`config.mk`:
```
export PLATFORM = sky130hd
export DESIGN_NAME = cce_core
export DESIGN_NICKNAME = d
export VERILOG_FILES = /design/src/shared/cce_pkg.sv /design/src/shared/cce_alu_if.sv /design/src/cce_core.sv /design/src/cce_alu.sv /design/src/cce_wdt_clear.sv
export SDC_FILE = /design/constraint.sdc
export NUM_CORES = 1
export LEC_CHECK = 0
export BUFFER_PORTS_ARGS = -buffer_cell sky130_fd_sc_hd__buf_2
export CAP_MARGIN = 20
export CORE_MARGIN = 5
export CORE_UTILIZATION = 35
export CTS_BUF_LIST = sky130_fd_sc_hd__clkbuf_8
export CTS_CLUSTER_DIAMETER = 120
export DETAILED_ROUTE_END_ITERATION = 6
export GPL_TIMING_DRIVEN = 0
export PLACE_DENSITY = 0.55
export SLEW_MARGIN = 40
export SYNTH_ARGS = -nofsm -noshare
export SYNTH_HDL_FRONTEND = slang
export SYNTH_SLANG_ARGS = --single-unit
```
`constraint.sdc`:
```
create_clock -name CLOCK -period 4.85 [get_ports CLOCK]
set_input_delay 0.97 -clock CLOCK [delete_from_list [all_inputs] [get_ports CLOCK]]
set_output_delay 0.97 -clock CLOCK [all_outputs]
set_load 0.01 [all_outputs]
```
`src/shared/cce_pkg.sv`:
```
// Purpose: Shared constants and types for the clear/call/decrement execution block.
// Assumes: 8-bit data, 11-bit program counter, 32 file registers.
// Notes: Opcode codes are a local encoding chosen for this block.
package cce_pkg;
   localparam int DATA_W = 8;
   localparam int PC_W = 11;
   localparam int FADDR_W = 5;
   localparam logic [7:0] ZERO_BYTE = 8'h00;
   localparam logic [10:0] PC_RESET = 11'h7_FF;
   localparam logic [7:0] W_RESET = 8'h00;
   localparam logic [7:0] STATUS_RESET = 8'h18;
   localparam int STAT_Z = 2;
   localparam int STAT_PD = 3;
   localparam int STAT_TO = 4;
   localparam int STAT_PAGE_LO = 5;
   localparam int STAT_PAGE_HI = 6;
   localparam int PC_BIT8 = 8;
   localparam logic [4:0] FADDR_STATUS = 5'h03;
   localparam int CALL_CYCLES = 2;
   localparam int SKIP_CYCLES = 2;
   localparam int PLAIN_CYCLES = 1;

   typedef enum logic [2:0] {
      CCE_OP_NOP = 3'h0,
      CCE_OP_CLRACC = 3'h1,
      CCE_OP_CALL = 3'h2,
      CCE_OP_CLRWD = 3'h3,
      CCE_OP_CLEAR_FILE_OP = 3'h4,
      CCE_OP_COMPLEMENT_FILE_OP = 3'h5,
      CCE_OP_DECREMENT_FILE_OP = 3'h6,
      CCE_OP_DECSKIP = 3'h7
   } cce_op_t;

   typedef enum {CCE_ST_EXEC, CCE_ST_STALL} cce_state_t;
endpackage

```
`src/shared/cce_alu_if.sv`:
```
// Purpose: Carries operand and result between the core and its ALU.
// Assumes: One clock; purely combinational exchange.
// Notes: None.
`timescale 1ns/100ps
`default_nettype none
interface cce_alu_if;
   import cce_pkg::*;
   cce_op_t op;
   logic [7:0] operand;
   logic [7:0] result;
   logic zero;
   modport core (output op, output operand, input result, input zero);
   modport alu (input op, input operand, output result, output zero);
endinterface
`default_nettype wire

```
`src/cce_core.sv`:
```
// Purpose: Executes clear, call, watchdog clear, complement and decrement instructions.
// Assumes: Decoded op arrives with operands; file register 3 is the status register.
// Notes: Instructions are accepted on ISSUE when READY is high.
//
// Contract
// - Clear accumulator loads zero, sets zero flag
// - Call pushes PC plus one first
// - Call loads eight-bit target into PC low
// - Call copies status 6:5, clears PC bit 8
// - Call takes two cycles, flags unchanged
// - Watchdog clear zeroes counter, sets both flags
// - Prescaler cleared only when assigned to watchdog
// - Clear file zeroes register, sets zero flag
// - Complement inverts register, updates zero flag
// - Destination bit selects accumulator or file
// - Decrement subtracts one, updates zero flag
// - Decrement-skip stores result, flags unchanged
// - Zero decrement-skip result inserts one no-operation
`timescale 1ns/100ps
`default_nettype none
module cce_core
   import cce_pkg::*;
(
   input wire logic CLOCK,
   input wire logic RESETN,
   input wire logic CE,
   input wire logic ISSUE,
   input wire logic [2:0] OPCODE,
   input wire logic [4:0] FILE_ADDR,
   input wire logic DEST,
   input wire logic [7:0] TARGET,
   input wire logic PSA_WDT,
   output logic READY,
   output logic [10:0] PC,
   output logic [7:0] ACC,
   output logic [7:0] STATUS,
   output logic PUSH,
   output logic [10:0] PUSH_DATA,
   output logic FILE_WE,
   output logic [4:0] FILE_WADDR,
   output logic [7:0] FILE_WDATA,
   output logic [7:0] FILE_RDATA,
   output logic WDT_CLEAR,
   output logic PRESCALER_CLEAR
);
   // ------------------------------------------------------------
   // State
   // ------------------------------------------------------------
   typedef struct packed {
      cce_state_t fsm;
      logic ready;
      logic [10:0] pc;
      logic [7:0] acc;
      logic [7:0] status;
      logic push;
      logic [10:0] push_data;
      logic file_we;
      logic [4:0] file_waddr;
      logic [7:0] file_wdata;
      logic [7:0] file_rdata;
   } cce_core_st_t;

   cce_core_st_t st, next_st;
   // File registers other than status live here; one array, written in the same struct style
   // would bloat the state vector, so it is kept as a separate register bank.
   logic [7:0] files [0:31];
   cce_alu_if alu_bus();
   logic fire;
   logic wd_fire;
   logic [7:0] operand;
   cce_op_t op_dec;

   function automatic logic [10:0] pc_inc(input logic [10:0] p);
      return 11'(p + 11'h001);
   endfunction

   cce_alu u_alu (.bus(alu_bus.alu));

   cce_wdt_clear u_wdt (
      .clk(CLOCK),
      .rst_n(RESETN),
      .ce(CE),
      .fire(wd_fire),
      .psa_wdt(PSA_WDT),
      .wdt_clr(WDT_CLEAR),
      .pre_clr(PRESCALER_CLEAR)
   );

   // ------------------------------------------------------------
   // Operand fetch and execution
   // ------------------------------------------------------------
   assign fire = ISSUE && (st.fsm == CCE_ST_EXEC);
   assign wd_fire = fire && (cce_op_t'(OPCODE) == CCE_OP_CLRWD);
   assign operand = (FILE_ADDR == FADDR_STATUS) ? st.status : files[FILE_ADDR];
   assign op_dec = cce_op_t'(OPCODE);
   assign alu_bus.op = op_dec;
   assign alu_bus.operand = operand;

   always_comb begin
      next_st = st;
      if (CE) begin
         next_st.push = 1'b0;
         next_st.file_we = 1'b0;
         if (st.fsm == CCE_ST_STALL) begin
            // The second cycle of a call or taken skip runs as a no-operation.
            next_st.fsm = CCE_ST_EXEC;
            // A call still shows its push pulse here; a skip steps past the discarded word.
            if (!st.push) begin
               next_st.pc = pc_inc(st.pc);
            end
         end else if (ISSUE) begin
            next_st.file_rdata = operand;
            next_st.pc = pc_inc(st.pc);
            unique case (cce_op_t'(OPCODE))
               CCE_OP_NOP: begin
               end
               CCE_OP_CLRACC: begin
                  next_st.acc = ZERO_BYTE;
                  next_st.status[STAT_Z] = 1'b1;
               end
               CCE_OP_CALL: begin
                  next_st.push = 1'b1;
                  next_st.push_data = pc_inc(st.pc);
                  next_st.pc = {st.status[STAT_PAGE_HI:STAT_PAGE_LO], 1'b0, TARGET};
                  next_st.fsm = CCE_ST_STALL;
               end
               CCE_OP_CLRWD: begin
                  next_st.status[STAT_TO] = 1'b1;
                  next_st.status[STAT_PD] = 1'b1;
               end
               CCE_OP_CLEAR_FILE_OP: begin
                  next_st.file_we = 1'b1;
                  next_st.file_waddr = FILE_ADDR;
                  next_st.file_wdata = ZERO_BYTE;
                  next_st.status[STAT_Z] = 1'b1;
                  if (FILE_ADDR == FADDR_STATUS) begin
                     next_st.status = ZERO_BYTE;
                     next_st.status[STAT_Z] = 1'b1;
                  end
               end
               CCE_OP_COMPLEMENT_FILE_OP, CCE_OP_DECREMENT_FILE_OP, CCE_OP_DECSKIP: begin
                  if (DEST) begin
                     next_st.file_we = 1'b1;
                     next_st.file_waddr = FILE_ADDR;
                     next_st.file_wdata = alu_bus.result;
                     if (FILE_ADDR == FADDR_STATUS) begin
                        next_st.status = alu_bus.result;
                     end
                  end else begin
                     next_st.acc = alu_bus.result;
                  end
                  if (cce_op_t'(OPCODE) != CCE_OP_DECSKIP) begin
                     next_st.status[STAT_Z] = alu_bus.zero;
                  end else if (alu_bus.zero) begin
                     next_st.fsm = CCE_ST_STALL;
                  end
               end
            endcase
         end
         // READY has a flop of its own so that the output needs no decode after the register.
         next_st.ready = (next_st.fsm == CCE_ST_EXEC);
      end
   end

   always_ff @(posedge CLOCK or negedge RESETN) begin
      if (!RESETN) begin
         st <= '{fsm: CCE_ST_EXEC, ready: 1'b1, pc: PC_RESET, acc: W_RESET, status: STATUS_RESET,
                 push: 1'b0, push_data: '0, file_we: 1'b0, file_waddr: '0,
                 file_wdata: '0, file_rdata: '0};
      end else begin
         st <= next_st;
      end
   end

   always_ff @(posedge CLOCK) begin
      if (CE && fire && (cce_op_t'(OPCODE) == CCE_OP_CLEAR_FILE_OP
            || (DEST && (cce_op_t'(OPCODE) == CCE_OP_COMPLEMENT_FILE_OP || cce_op_t'(OPCODE) == CCE_OP_DECREMENT_FILE_OP
            || cce_op_t'(OPCODE) == CCE_OP_DECSKIP)))) begin
         files[FILE_ADDR] <= alu_bus.result;
      end
   end

   // ------------------------------------------------------------
   // Outputs
   // ------------------------------------------------------------
   assign READY = st.ready;
   assign PC = st.pc;
   assign ACC = st.acc;
   assign STATUS = st.status;
   assign PUSH = st.push;
   assign PUSH_DATA = st.push_data;
   assign FILE_WE = st.file_we;
   assign FILE_WADDR = st.file_waddr;
   assign FILE_WDATA = st.file_wdata;
   assign FILE_RDATA = st.file_rdata;
endmodule // cce_core
`default_nettype wire

```
`src/cce_alu.sv`:
```
// Purpose: Computes the byte result of the clear, complement and decrement operations.
// Assumes: Operand is the addressed file register.
// Notes: Zero output is taken from the result.
`timescale 1ns/100ps
`default_nettype none
module cce_alu
   import cce_pkg::*;
(
   cce_alu_if.alu bus
);
   function automatic logic [7:0] dec_byte(input logic [7:0] v);
      return 8'(v - 8'h01);
   endfunction

   always_comb begin
      unique case (bus.op)
         CCE_OP_COMPLEMENT_FILE_OP: bus.result = ~bus.operand;
         CCE_OP_DECREMENT_FILE_OP, CCE_OP_DECSKIP: bus.result = dec_byte(bus.operand);
         default: bus.result = ZERO_BYTE;
      endcase
      bus.zero = (bus.result == ZERO_BYTE);
   end
endmodule // cce_alu
`default_nettype wire

```
`src/cce_wdt_clear.sv`:
```
// Purpose: Turns a watchdog clear into clear strobes for the counter and prescaler.
// Assumes: Prescaler assignment is a level from the core clock domain.
// Notes: Strobes are registered one cycle after the instruction.
`timescale 1ns/100ps
`default_nettype none
module cce_wdt_clear
   import cce_pkg::*;
(
   input wire logic clk,
   input wire logic rst_n,
   input wire logic ce,
   input wire logic fire,
   input wire logic psa_wdt,
   output logic wdt_clr,
   output logic pre_clr
);
   typedef struct packed {
      logic wdt_clr;
      logic pre_clr;
   } cce_wst_t;
   cce_wst_t st, next_st;

   always_comb begin
      next_st = st;
      if (ce) begin
         next_st.wdt_clr = fire;
         next_st.pre_clr = fire && psa_wdt;
      end
   end

   always_ff @(posedge clk or negedge rst_n) begin
      if (!rst_n) begin
         st <= '0;
      end else begin
         st <= next_st;
      end
   end

   assign wdt_clr = st.wdt_clr;
   assign pre_clr = st.pre_clr;
endmodule // cce_wdt_clear
`default_nettype wire

```
After elaboration in Yosys (flattened, before gate mapping)
Memories as Yosys holds them, arrays and structs flattened.
Index checks and enable logic that the tools add are counted.
{"block": "classes", "add_sub_neg": 2, "n_eq_ne": 17, "muxes": 28, "bitwise_logic": 2, "reduce_logical": 27}
{"operator": "$mux W32", "count": 5}
{"operator": "$logic_not A32 Y1", "count": 2}
{"operator": "$pmux W32 S2", "count": 1}
{"operator": "$mux W61", "count": 1}
{"operator": "$mux W8", "count": 5}
{"operator": "$mux W34", "count": 1}
{"operator": "$mux W11", "count": 3}
{"operator": "$eq A32 B2 Y1 const B", "count": 1}
{"operator": "$pmux W8 S2", "count": 2}
{"operator": "$pmux W14 S2", "count": 1}
{"operator": "$mux W14", "count": 1}
{"operator": "$reduce_and A7 Y1", "count": 2}
{"operator": "$eq A3 B3 Y1 const B", "count": 4}
{"operator": "$mux W12", "count": 1}
{"operator": "$add A11 B1 Y11 const B", "count": 1}
{"operator": "$ne A2 B2 Y1 const B", "count": 5}
{"operator": "$reduce_and A5 Y1", "count": 2}
{"operator": "$ne A3 B3 Y1 const B", "count": 3}
{"operator": "$logic_not A8 Y1", "count": 1}
{"operator": "$not A8 Y8", "count": 1}
{"operator": "$sub A8 B1 Y8 const B", "count": 1}
{"operator": "$eq A3 B2 Y1 const B", "count": 2}
{"operator": "$logic_and A1 B1 Y1", "count": 6}
{"operator": "$pmux W2 S3", "count": 1}
{"operator": "other kinds (15)", "count": 23}
{"block": "totals", "register_bits": 96, "ramBits": 256, "in_bits": 22, "wordCells": 92, "mem_count": 1}
{"name": "files", "words": 32, "word_bits": 8, "rd": 1, "rd_clocked_by_memory_dff": 0, "wr": 1, "line": "cce_core.sv:66", "source": "logic [7:0] files [0:31];"}

Logic depth before layout (Yosys ltp)
Gate-level depths: netlist of run 1.
{"block": "depth", "depth_word": 12, "depth_mapped": 20, "depth_no_buf": 14}

By module
Synthesis of run 1 repeated with hierarchy kept, for this count alone.
{"block": "hier_totals", "cells_unflattened": 1067, "area_unflattened_um2": 15164.5}
{"mod": "cce_core", "n_inst": 1, "cells_each": 1014, "area_per_inst_um2": 14751.6, "seq_area_each_um2": 9967.1}
{"mod": "cce_alu", "n_inst": 1, "cells_each": 47, "area_per_inst_um2": 334.1, "seq_area_each_um2": 0.0}
{"mod": "cce_wdt_clear", "n_inst": 1, "cells_each": 6, "area_per_inst_um2": 78.8, "seq_area_each_um2": 50.0}

Worst setup path after synthesis of run 1
OpenSTA, ideal clock, no wires.
{"block": "synth_timing", "kind": "in2reg", "start": "input port FILE_ADDR[1]", "end": "register st[74] (netlist name)", "setup_time_ns": 0.078, "arrival_ns": 4.831, "required_time_ns": 4.772, "slack_ns": -0.058, "stages": 17, "cell_sequence": "buf_2 -> clkbuf_1 -> buf_1 -> mux4_2 -> a32oi_1 -> nand2_1 -> nor4b_2 -> nor2_1 -> inv_1 -> ha_1 -> o22ai_1 -> nor4_1 -> nand4bb_2 -> o21ai_2 -> buf_6 -> buf_6 -> a21boi_1"}
{"block": "synth_via", "elab_chain_cells": 11, "word_cells_on_any_way": 13, "cone_classes": "add/sub: 1; eq/ne: 1; mux: 8; bitwise: 1; reduce/logical: 1; memory: 1"}
{"item": "from (decl)", "line": "cce_core.sv:29", "source": "input wire logic [4:0] FILE_ADDR,"}
{"item": "$mem_v2 Z32 W8 or $eq A5 B2 Y1 (tied branches)"}
{"item": "$mux W8 *", "line": "cce_core.sv:94", "source": "assign operand = (FILE_ADDR == FADDR_STATUS) ? st.status : files[FILE_ADDR];"}
{"item": "$sub A8 B1 Y8 or $not A8 Y8 (tied branches)", "line": "cce_alu.sv:12, cce_alu.sv:17"}
{"item": "$pmux W8 S2 *", "line": "cce_alu.sv:16", "source": "unique case (bus.op)"}
{"item": "named net alu_bus.result[1]", "line": "cce_alu_if.sv:10", "source": "logic [7:0] result;"}
{"item": "$logic_not A8 Y1 *", "line": "cce_alu.sv:21", "source": "bus.zero = (bus.result == ZERO_BYTE);"}
{"item": "$mux W32 *", "line": "cce_core.sv:154", "source": "end else if (alu_bus.zero) begin"}
{"item": "$mux W32 *", "line": "cce_core.sv:152", "source": "if (cce_op_t'(OPCODE) != CCE_OP_DECSKIP) begin"}
{"item": "$pmux W32 S2 *", "line": "cce_core.sv:114", "source": "unique case (cce_op_t'(OPCODE))"}
{"item": "$mux W32 *", "line": "cce_core.sv:111", "source": "end else if (ISSUE) begin"}
{"item": "$mux W32 *", "line": "cce_core.sv:104", "source": "if (st.fsm == CCE_ST_STALL) begin"}
{"item": "$mux W32 *", "line": "cce_core.sv:101", "source": "if (CE) begin"}
{"item": "to (signal assigned)", "line": "cce_core.sv:167", "source": "st <= '{fsm: CCE_ST_EXEC, ready: 1'b1, pc: PC_RESET, acc: W_RESET, status: STATUS_RESET,"}
{"item": "to (signal assigned)", "line": "cce_core.sv:171", "source": "st <= next_st;"}
{"item": "to (decl)", "line": "cce_core.sv:63", "source": "cce_core_st_t st, next_st;"}
Mark *: on every way through the listed nets, which the timed path passes. The rest lies on a longest branch. The select of a mux whose other input is x is not followed.
A chain may end at the register's enable or synchronous reset.

Worst setup path in the final report of run 1
{"block": "layout_timing", "start": "input port FILE_ADDR[1]", "end": "register st[76] (netlist name)"}
The elaborated chain is that of the path after synthesis.

==> summary.md, run 1 <==
| Metric | Value |
|---|---|
| Max cap viols | 0 |
| Worst Hold Class | in -> async |
| Critical path's slowest cell | sky130_fd_sc_hd__nor4b_4 |
| Global-route usage over all layers | 0.191 |
| Maximum number of pins on one net before global-route repair | 57 |
| Final Slew Violations | 0 |
| Yosys top cell area share | 0.504 |
| Power Density | slightly below 400 nW/um^2 |
| Fraction of final layout cells sized beyond drive strength 1 | 0.307 |
| Average via count per standard cell | 5.32 |
| Clock Tree Root | sky130_fd_sc_hd__clkbuf_8 |
| Starting density of the core | 0.354 |
| Async set or reset register ratio after synthesis | 0.273 |
| Startpoint of the worst setup timing path | FILE_ADDR[1] |
| Total CTS buffers | 60 |
| Per-instance average area after synthesis | between 10 and 15 sq um |
| Largest fanout of any net on the critical path | 10 |
| Crit path time final | 4.76 ns |
| DRC viols | 0 |
| Final hold slack | between 0.2 and 0.25 ns |
| Routability Congestion | 1.02 |
| Crit-path max cell delay | 0.44 ns |
| Top Family by Delay on Critical Path | buffers and inverters |
| Most common cell on crit path | sky130_fd_sc_hd__buf_6 |
| Net count after synthesis | 1088 |
| YS warnings | 0 |
| Top post-synthesis cells by area | sky130_fd_sc_hd__edfxtp_1 50%, sky130_fd_sc_hd__dfrtp_1 13%, sky130_fd_sc_hd__mux2i_1 3.9%, sky130_fd_sc_hd__mux4_2 3.5%, sky130_fd_sc_hd__buf_4 3.0% |
| Dominant register cell in the synthesized netlist | sky130_fd_sc_hd__edfxtp_1 |
| Setup crit end kind | flop |
| Reg-to-reg startpoint | files[5][2] |
| Period utilization | 0.982 |
| Total leakage power | 6.89 nW |
| Total die area | 47900 sq um |
| Detailed-route via count | ~9800 |
| Number of antenna violations at the first check in global routing | 0 |
| Worst-case clock buffer depth | 3 |
| Number of ports placed on the die boundary | 86 |
| Setup slack of the critical path after layout | around 0.09 ns |
| CP Launch Type | input port |
| Clock Sinks | 352 |
| Critical path data required time | 5.35 ns |
| Via count of the first global-routing pass | 9790 |
| Worst Path Class, Setup | in -> reg |
| Clock tree from TritonCTS | built |
| Number of unique standard cell types used by synthesis | 76 |
| Synthesis-stage register bit count | 352 |
| HPWL reported at the end of detailed placement | 30.6 mm |
| Diodes inserted | 0 |
| Area of the core | 43100 sq um |
| Setup-failing EPs final | 0 |
| Worst endpoint data arrival time | 5.26 ns |
| Critical path buffer and inverter count | 6 |
| Worst-Margin Slew | 0.828 ns |
| Final-report hold violation count | 0 |
| Number of DRC markers after the initial detailed-route iteration | 991 |
| Clock-pin slew on the worst setup and hold paths | ~0.06 ns |
| Mean routed wirelength per cell | 24.9 um |
| Netlist Area Pre-Place | roughly 15000 sq um |
| Number of hold-repair buffers added at the cts stage | 0 |
| Worst slew margin relative to its limit | 0.445 |
| Cells after Synth | 1064 |
| Site Rows | 76 |
| Post-Route Skew | about 0.047 ns |
| Pre-CTS setup slack | -1.82 ns |
| Number of port buffers | between 70 and 80 |
| Post-layout instance area | approximately 18000 sq um |
| Sequential area share after synthesis | 0.662 |
| Critical path, cell by cell | buf_2, clkbuf_2, buf_4, mux4_2, a32oi_2, nand2_1, nor4b_4, nor2_2, inv_1, ha_1, nor2_1, a21o_4, nor4_2, nand4bb_2, o21ai_2, buf_6, buf_6, a21boi_1 |
| Worst IR Drop VDD | 0.000414 V |
| Global-route wire length before repair | between 60 and 70 mm |
| Area added between synthesis and finish | 18.3% |
| Run status | finished, final reports clean |
| Fmax | 210 MHz |
| Gr ovfl total | 0 |
| Clock H-tree levels | 2 |
| Post-Place Cell Area | 16700 sq um |
| Final net count | 1238 |
| Number of iterations in the first detailed-routing pass | 5 |
| Insertion delay to the later sink of the worst-skew pair | around 0.67 ns |
| Number of flops mapped to enable cells by yosys | 256 |
| Post-synth top area cell | sky130_fd_sc_hd__edfxtp_1 |
| Wire length reported by the detailed router | 45.9 mm |
| Antenna Nets Post-Route | 0 |
| Y dimension of the die | 219 um |
| Chip width | ~220 um |
| Final core utilization | 0.419 |
## cells by family (layout without fill, tap and decap cells)
group / after synthesis / after routing / share of synthesized area
simple gates: 265 / 266 / 0.0929
fa+ha+maj: 2 / 2 / 0.00164
buf+inv: 129 / 325 / 0.0526
flops: 352 / 352 / 0.662
mux: 119 / 119 / 0.102
xor+xnor: 11 / 11 / 0.00631
compound gates: 186 / 187 / 0.0827
## cell type report
cell class	instances	area [sq um]
Timing Repair Buffer	87	583
Sequential cell	352	10100
Clock inverter	49	330
Clock buffer	61	840
Fill cell	3991	25000
Tap cell	585	732
Inverter	10	37.5
Multi-Input combinational cell	585	4620
Buffer	118	807
## registers in the layout, summed over array words and instances, names as in the netlist, 5 cells and up
register,count
STATUS,8
PC,11
PUSH_DATA,11
FILE_WADDR,5
ACC,8
st,32
FILE_RDATA,8
files,256
FILE_WDATA,8
## cells in the final DEF (no fill, tap or decap), drive strengths merged, types with 4 or more instances in the layout
master and count:
mux2 35, nand2b 14, a21boi 32, clkinv 23, dfstp 14, nor4 12
a32o 4, mux4 25, and3 10, a22oi 10, nand4 6, o21ai 51
buf 174, a21o 4, nand3 19, clkbuf 92, a21oi 21, inv 32
o22ai 13, nor2b 13, xnor2 10, a31oi 10, or2 4, mux2i 59
nor3 18, nor2 71, nand4b 4, dfrtp 82, a22o 7, or3 5
nor3b 14, nand2 49, bufinv 4, edfxtp 256, and2 7
## through the flow
step / total power (W) / TNS, ns / cells
2_1_floorplan: 0.00403 / 0 / 1064
3_3_place_gp: 0.00437 / -695.92 / 1725
3_5_place_dp: 0.00442 / -259.13 / 1733
4_1_cts: 0.00708 / 0 / 1848
5_1_grt: 0.00729 / -0.00827 / 1847
6_report: 0.00702 / 0 / 1847
## what timing repair did
item / CTS / global route
setup endpoints to repair: 176 / 34
resized for setup: 22 / 16
buffers inserted: 3 / 0
cloned: 2 / 0
pin swaps: 4 / 1
## per-layer routing
layer  track usage  share of wire
met5             0              0
met4        0.0733          0.035
met3        0.0348          0.071
met2         0.305           0.47
met1         0.260           0.42
## synthesized netlist by cell type, types with 13 or more instances
cell and n:
sky130_fd_sc_hd__nor2_1 71, sky130_fd_sc_hd__dfstp_2 14, sky130_fd_sc_hd__nand2b_1 14, sky130_fd_sc_hd__nand2_1 49, sky130_fd_sc_hd__nand3_1 18, sky130_fd_sc_hd__a21boi_0 18, sky130_fd_sc_hd__mux2i_1 59, sky130_fd_sc_hd__mux4_2 24
sky130_fd_sc_hd__o21ai_0 50, sky130_fd_sc_hd__mux2_2 34, sky130_fd_sc_hd__buf_2 15, sky130_fd_sc_hd__nor3_1 18, sky130_fd_sc_hd__nor3b_1 14, sky130_fd_sc_hd__dfrtp_1 82, sky130_fd_sc_hd__buf_4 62, sky130_fd_sc_hd__clkbuf_1 30
sky130_fd_sc_hd__edfxtp_1 256, sky130_fd_sc_hd__a21boi_1 14, sky130_fd_sc_hd__a21oi_1 21, sky130_fd_sc_hd__nor2b_1 13
## worst reg2reg max path, stage by stage, from the launching register on
cell and delay (ns):
sky130_fd_sc_hd__edfxtp_1 0.36, sky130_fd_sc_hd__mux4_1 0.58, sky130_fd_sc_hd__and3_1 0.22, sky130_fd_sc_hd__nor3_1 0.28
sky130_fd_sc_hd__nand4_1 0.28, sky130_fd_sc_hd__and2_1 0.23, sky130_fd_sc_hd__clkbuf_1 0.26, sky130_fd_sc_hd__o211ai_1 0.58
sky130_fd_sc_hd__nand3_4 0.15, sky130_fd_sc_hd__nand4bb_2 0.35, sky130_fd_sc_hd__o21ai_2 0.26, sky130_fd_sc_hd__buf_6 0.17
sky130_fd_sc_hd__buf_6 0.14, sky130_fd_sc_hd__a21boi_1 0.07
## power by group
part | switching [W] | internal [W]
registers | 0.0000670 | 0.00338
logic | 0.000538 | 0.000395
clock network | 0.00124 | 0.00139
total | 0.00185 | 0.00517
## path summary, 6_finish.rpt
path	end	slack [ns]	cells after the start
worst max-delay path	st[76]	0.09	18
worst min-delay path	st[90]	0.20	1
worst max register to register	st[76]	0.78	13
worst min register to register	PUSH_DATA[7]	0.48	2
max in group asynchronous	READY	4.02	2
min in group CLOCK	PUSH_DATA[7]	0.48	2
Note: power is estimated with default switching activity, not from simulation.
==> inputs of run 2 (changes only) <==
--- a/config.mk
+++ b/config.mk
@@ -14,6 +14,8 @@
 export DETAILED_ROUTE_END_ITERATION = 6
 export GPL_TIMING_DRIVEN = 0
 export PLACE_DENSITY = 0.55
+export REMOVE_ABC_BUFFERS = 1
+export SKIP_CTS_REPAIR_TIMING = 1
 export SLEW_MARGIN = 40
 export SYNTH_ARGS = -nofsm -noshare
 export SYNTH_HDL_FRONTEND = slang
==> summary.md, run 2 (same netlist as run 1, synthesis figures left out) <==
| Metric | Value |
|---|---|
| HPWL reported at the end of detailed placement | 25.9 mm (-16%) |
| Largest fanout of any net on the critical path | 35 (+25) |
| CP Launch Type | input port |
| Number of iterations in the first detailed-routing pass | 5 (unchanged) |
| Sequential group share of total power | 0.513 (+0.021) |
| Crit-path max cell delay | 0.60 ns (+0.16 ns) |
| Antenna Nets Post-Route | 0 (unchanged) |
| DRC viols | 0 (unchanged) |
| Area taken by multi-input logic gates | 4630 sq um (+0.19%) |
| Y dimension of the die | 219 um (unchanged) |
| Detailed-route via count | 9161 (-6.8%) |
| Via count of the first global-routing pass | 9051 (-7.5%) |
| Insertion delay to the later sink of the worst-skew pair | 0.65 ns (-0.02 ns) |
| Post-Route Skew | 0.0344 ns (-0.0125 ns) |
| Worst endpoint data arrival time | 5.14 ns (-0.12 ns) |
| Starting density of the core | 0.354 (unchanged) |
| Worst Path Class, Setup | in -> reg |
| Net switching power of the design | 0.00175 W (-5.2%) |
| Combinational group share of total power | 0.118 (-0.015) |
| Global-route usage over all layers | 0.162 (-0.0286) |
| Register containing the most flip-flops in the final layout | files |
| Total CTS buffers | 59 (-1.7%) |
| Final net count | 1139 (-8.0%) |
| Worst-case clock buffer depth | 3 (unchanged) |
| Period utilization | 0.963 (-0.0189) |
| Area of the core | 43100 sq um (unchanged) |
| Mean routed wirelength per cell | 23.2 um (-6.7%) |
| Final Slew Violations | 0 (unchanged) |
| Setup-failing EPs final | 0 (unchanged) |
| Clock H-tree levels | 2 (unchanged) |
| Internal power of the cells | 0.00497 W (-3.9%) |
| Number of antenna violations at the first check in global routing | 0 (unchanged) |
| Number of ports placed on the die boundary | 86 (unchanged) |
| Clk pwr share | 0.369 (-0.006) |
| Average via count per standard cell | 5.24 (-1.5%) |
| Routability Congestion | 0.896 (-12%) |
| Gr ovfl total | 0 (unchanged) |
| Power Density | 385 nW/um^2 (-0.96%) |
| Total negative slack for setup checks | 0 ns (unchanged) |
| Maximum number of pins on one net before global-route repair | 64 (+12%) |
| Clock Sinks | 352 (unchanged) |
| Registers with the most flip-flops | files: 256 flops, st: 32 flops |
| Setup crit end kind | flop |
| Worst IR Drop VDD | 0.000345 V (-17%) |
| Fmax | 214 MHz (+2.0%) |
| Global-route wire length before repair | 58.4 mm (-13%) |
| Clock Tree Root | sky130_fd_sc_hd__clkbuf_8 |
| Fraction of final layout cells sized beyond drive strength 1 | 0.260 (-0.0463) |
| Final-report hold violation count | 0 (unchanged) |
| Wire length reported by the detailed router | 40.6 mm (-12%) |
| Total leakage power | 6.52 nW (-5.4%) |
| Fill cell instance count of the final layout | 4006 (+0.38%) |
| Area added between synthesis and finish | 14.4% |
| Clock-pin slew on the worst setup and hold paths | 0.06 ns (about the same) |
| Most common library cell in the layout ignoring fill and taps | sky130_fd_sc_hd__edfxtp_1 |
| Switching share of total power | 0.260 (-0.00255) |
| Total die area | 47900 sq um (unchanged) |
| Setup slack of the critical path after layout | 0.181 ns (+0.0915 ns) |
| Critical path's slowest cell | sky130_fd_sc_hd__mux4_2 |
| Number of DRC markers after the initial detailed-route iteration | 672 (-32%) |
| Clock tree from TritonCTS | built |
| Worst Hold Class | in -> async |
| Final core utilization | 0.405 (-0.0141) |
| Chip width | 219 um (unchanged) |
| Final hold slack | 0.194 ns (-0.0106 ns) |
| Pre-CTS setup slack | -1.47 ns (+0.349 ns) |
| Sequential cell area | 10100 sq um (unchanged) |
| Crit path time final | 4.67 ns (-0.0915 ns) |
| Commonest non-fill, non-tap cells in the layout | 256 x sky130_fd_sc_hd__edfxtp_1, 82 x sky130_fd_sc_hd__dfrtp_1, 80 x sky130_fd_sc_hd__buf_2 |
| Worst-Margin Slew | 0.839 ns (+0.0114 ns) |
| Critical path data required time | 5.32 ns (-0.03 ns) |
| Diodes inserted | 0 (unchanged) |
| Max cap viols | 0 (unchanged) |
| Run status | finished, final reports clean |
| Site Rows | 76 (unchanged) |
| Worst slew margin relative to its limit | 0.438 (-0.00723) |
| Largest register FFs | 256 (unchanged) |
| Number of port buffers | 85 (+12%) |
| Critical path, cell by cell | buf_12, buf_16, buf_16, mux4_2, a32oi_1, nand2_1, nor4b_4, nor2_1, inv_1, ha_1, nor2_1, a21o_4, nor4_4, nand4bb_4, o21ai_4, buf_12, a21boi_0 |
## run 2: path summary, 6_finish.rpt
check	slack, ns	start	cells past startpoint	end
min reg2reg	0.48	u_wdt.wdt_clr	1	u_wdt.wdt_clr
min	0.19	RESETN	1	PUSH_DATA[5]
max	0.18	FILE_ADDR[0]	17	st[67]
min in group CLOCK	0.48	u_wdt.wdt_clr	1	u_wdt.wdt_clr
max in group asynchronous	4.02	RESETN	2	STATUS[4]
max reg2reg	0.87	files[3][6]	11	st[67]
## run 2: power by group through the flow
| stage | Sequential, W | Combinational [W] | Clock [W] |
|---|---|---|---|
| 3_5_place_dp | 0.00351 | 0.000746 | 0 |
| 3_3_place_gp | 0.00351 | 0.000681 | 0 |
| 2_1_floorplan | 0.00355 | 0.000298 | 0 |
| 4_1_cts | 0.00345 | 0.000748 | 0.00254 |
| 5_1_grt | 0.00346 | 0.000848 | 0.00270 |
| 6_report | 0.00345 | 0.000792 | 0.00248 |
## run 2: stage by stage
step | area (sq um) | cells | total power (W)
2_1_floorplan | 14500 | 945 | 0.00385
3_3_place_gp | 15700 | 1615 | 0.00420
3_5_place_dp | 16100 | 1629 | 0.00425
4_1_cts | 17200 | 1739 | 0.00674
5_1_grt | 17500 | 1749 | 0.00701
6_report | 17500 | 1749 | 0.00672
## run 2: worst max-delay path, delay by kind of cell
family	cells	cell delay, ns
compound gates	4	0.83
fa+ha+maj	1	0.27
mux	1	0.60
simple gates	6	1.36
buf+inv	5	1.05
## run 2: cell type report
class	instances	share of cell area
multi-input combinational	586	0.265
clock inverter	45	0.0128
inverter	10	0.00215
clock buffer	65	0.0513
tap	585	0.0419
timing repair buffer	106	0.0475
sequential	352	0.579
## run 2: per-layer routing
metal	vias to the layer above	wire length, um	track usage
li1	4137	-	-
met1	4694	17700	0.224
met2	260	19600	0.257
met3	70	2070	0.0316
met4	0	1200	0.0563
met5	-	0	0
==> inputs of run 3 (changes only) <==
==> constraint.sdc (replaced) <==
create_clock -name CLOCK -period 5.3 [get_ports CLOCK]
set_input_delay 1.06 -clock CLOCK [delete_from_list [all_inputs] [get_ports CLOCK]]
set_output_delay 1.06 -clock CLOCK [all_outputs]
set_load 0.01 [all_outputs]
==> summary.md, run 3 (same netlist as run 1, synthesis figures left out) <==
| Metric | Value |
|---|---|
| Run status | finished, final reports clean |
| Setup slack of the critical path after layout | 0.262 ns (+0.0809 ns) |
| Most common library cell in the layout ignoring fill and taps | sky130_fd_sc_hd__edfxtp_1 |
| Post-layout instance area | 17400 sq um (-0.46%) |
| Critical path's slowest cell | sky130_fd_sc_hd__mux4_2 |
| Gr ovfl total | 0 (unchanged) |
| Inst Count DP | 1629 (unchanged) |
| Mean routed wirelength per cell | 22.8 um (-1.7%) |
| Reg-to-reg startpoint | files[10][0] |
| Worst-case clock buffer depth | 3 (unchanged) |
| Largest fanout of any net on the critical path | 44 (+26%) |
| Clock H-tree levels | 2 (unchanged) |
| Power Density | 353 nW/um^2 (-8.3%) |
| Number of port buffers | 85 (unchanged) |
| Total CTS buffers | 59 (unchanged) |
| Largest register FFs | 256 (unchanged) |
| Wire length reported by the detailed router | 39.8 mm (-2.0%) |
| Number of antenna violations at the first check in global routing | 0 (unchanged) |
| Internal power of the cells | 0.00454 W (-8.6%) |
| Non-Filler Instances | 1745 (-0.23%) |
| Clock Tree Root | sky130_fd_sc_hd__clkbuf_8 |
| Combinational group share of total power | 0.115 (-0.003) |
| Diodes inserted | 0 (unchanged) |
| Crit path time final | 5.04 ns |
| Clock-pin slew on the worst setup and hold paths | 0.06 ns (about the same) |
| Number of DRC markers after the initial detailed-route iteration | 676 (+0.60%) |
| Detailed-route via count | 9089 (-0.79%) |
| Clock Sinks | 352 (unchanged) |
| Top Family by Delay on Critical Path | simple AND/OR/NAND/NOR gates |
| Clock tree from TritonCTS | built |
| Insertion delay to the later sink of the worst-skew pair | 0.65 ns (about the same) |
| Via count of the first global-routing pass | 9051 (unchanged) |
| Number of iterations in the first detailed-routing pass | 6 (+1) |
| Y dimension of the die | 219 um (unchanged) |
| Registers with the most flip-flops | files: 256 flops, st: 32 flops |
| Period utilization | 0.951 |
| Max cap viols | 0 (unchanged) |
| Reg-to-reg critical path endpoint | st[67] |
| Net switching power of the design | 0.00159 W (-9.1%) |
| Commonest non-fill, non-tap cells in the layout | 256 x sky130_fd_sc_hd__edfxtp_1, 82 x sky130_fd_sc_hd__dfrtp_1, 80 x sky130_fd_sc_hd__buf_2 |
| Worst reg2reg path depth | 14 (+3) |
| Crit-path max cell delay | 0.60 ns (about the same) |
| Final net count | 1135 (-0.35%) |
| Worst IR Drop VDD | 0.000315 V (-8.5%) |
| Routability Congestion | 0.896 (unchanged) |
| Worst slew margin relative to its limit | 0.418 (-0.0201) |
| Slack of the worst reg-to-reg path | 1.17 ns (+0.30 ns) |
| Unrepaired setup endpoints after global routing | no |
| Total leakage power | 6.48 nW (-0.57%) |
| Worst-Margin Slew | 0.869 ns (+0.0301 ns) |
| Fill cell instance count of the final layout | 4010 (+0.10%) |
| Clk pwr share | 0.370 (about the same) |
| Global-route usage over all layers | 0.162 (unchanged) |
| Register containing the most flip-flops in the final layout | files |
| Total die area | 47900 sq um (unchanged) |
| Area added between synthesis and finish | 13.8% |
| Final Slew Violations | 0 (unchanged) |
| Antenna Nets Post-Route | 0 (unchanged) |
| Post-Place Cell Area | 16100 sq um (unchanged) |
| Pre-CTS setup slack | -1.11 ns (+0.360 ns) |
| Fmax | 198 MHz |
| Switching share of total power | 0.259 (-0.000965) |
| Critical path, cell by cell | buf_12, buf_16, buf_16, mux4_2, a32oi_1, nand2_1, nor4b_4, nor2_1, inv_1, ha_1, nor2_1, a21o_4, nor4_2, nand4bb_4, o21ai_4, buf_12, a21boi_0 |
| Worst Path Class, Setup | in -> reg |
| Final-report hold violation count | 0 (unchanged) |
| DRC viols | 0 (unchanged) |
| Post-Route Skew | 0.0344 ns (-0.0000982 ns) |
| Chip width | 219 um (unchanged) |
| Total negative slack for setup checks | 0 ns (unchanged) |
| Fraction of final layout cells sized beyond drive strength 1 | 0.255 (-0.00514) |
| Critical path buffer and inverter count | 5 (unchanged) |
| Area of the core | 43100 sq um (unchanged) |
| Global-route wire length before repair | 58.4 mm (unchanged) |
| Sequential cell area | 10100 sq um (unchanged) |
| Site Rows | 76 (unchanged) |
| HPWL reported at the end of detailed placement | 25.9 mm (unchanged) |
| Area taken by multi-input logic gates | 4590 sq um (-0.86%) |
| Setup-failing EPs final | 0 (unchanged) |
| Setup crit end kind | flop |
| Maximum number of pins on one net before global-route repair | 64 (unchanged) |
| Average via count per standard cell | 5.21 (-0.56%) |
| CP Launch Type | input port |
| Starting density of the core | 0.354 (unchanged) |
| Worst endpoint data arrival time | 5.50 ns (+0.36 ns) |
| Number of ports placed on the die boundary | 86 (unchanged) |
| Critical path data required time | 5.77 ns (+0.45 ns) |
| Sequential group share of total power | 0.515 (+0.002) |
| Worst Hold Class | in -> async |
## run 3: changes by cell type in the layout (fill, tap and decap cells not counted), sizes merged
cell    delta
a21o       -1
buf        -2
clkbuf     -1
## run 3: metal layers
layer	up-vias	global-route usage	wire [um]
met5	-	0	0
met4	0	0.0563	1240
met3	72	0.0316	2030
met2	260	0.257	19200
met1	4644	0.224	17300
li1	4113	-	-
## run 3: how the worst max path moves through the flow
stage | slack (ns) | endpoint | startpoint | depth (start not counted)
finish | 0.26 | st[67] | FILE_ADDR[0] | 17
floorplan | 0.71 | st[65] | FILE_ADDR[0] | 13
global route | 0.08 | st[67] | FILE_ADDR[0] | 17
CTS | -0.39 | st[67] | FILE_ADDR[0] | 16
detailed placement | -1.11 | st[67] | FILE_ADDR[0] | 16
global placement | -4.27 | files[14][7] | FILE_ADDR[0] | 6
## run 3: power by group through the flow
stage	combinational [W]	sequential (W)	clock [W]
final	0.000706	0.00316	0.00227
after CTS	0.000685	0.00316	0.00232
after global routing	0.000759	0.00317	0.00247
after floorplan	0.000273	0.00325	0
after global placement	0.000623	0.00322	0
after detailed placement	0.000683	0.00321	0
## run 3: stage by stage
stage          hold slack [ns]  power (W)   util
6_report                 0.282    0.00613  0.403
5_1_grt                  0.278    0.00640  0.403
4_1_cts                  0.243    0.00617  0.400
3_5_place_dp             0.472    0.00389  0.374
3_3_place_gp             0.461    0.00384  0.363
2_1_floorplan            0.491    0.00352      -
## run 3: final cells by class
class	instances	area share
inverter	10	0.00216
clock inverter	45	0.0128
multi-input combinational	585	0.264
tap	585	0.0421
timing repair buffer	103	0.0454
clock buffer	65	0.0515
sequential	352	0.582
## run 3: worst reg2reg max path, delay by kind of cell (launching register included)
family | cells | cell delay, ns
AOI/OAI and AO/OA | 4 | 1.01
adders and majority gates | 1 | 0.27
buffers and inverters | 2 | 0.31
and+or+nand+nor | 6 | 1.48
DFF | 1 | 0.36
muxes | 1 | 0.53
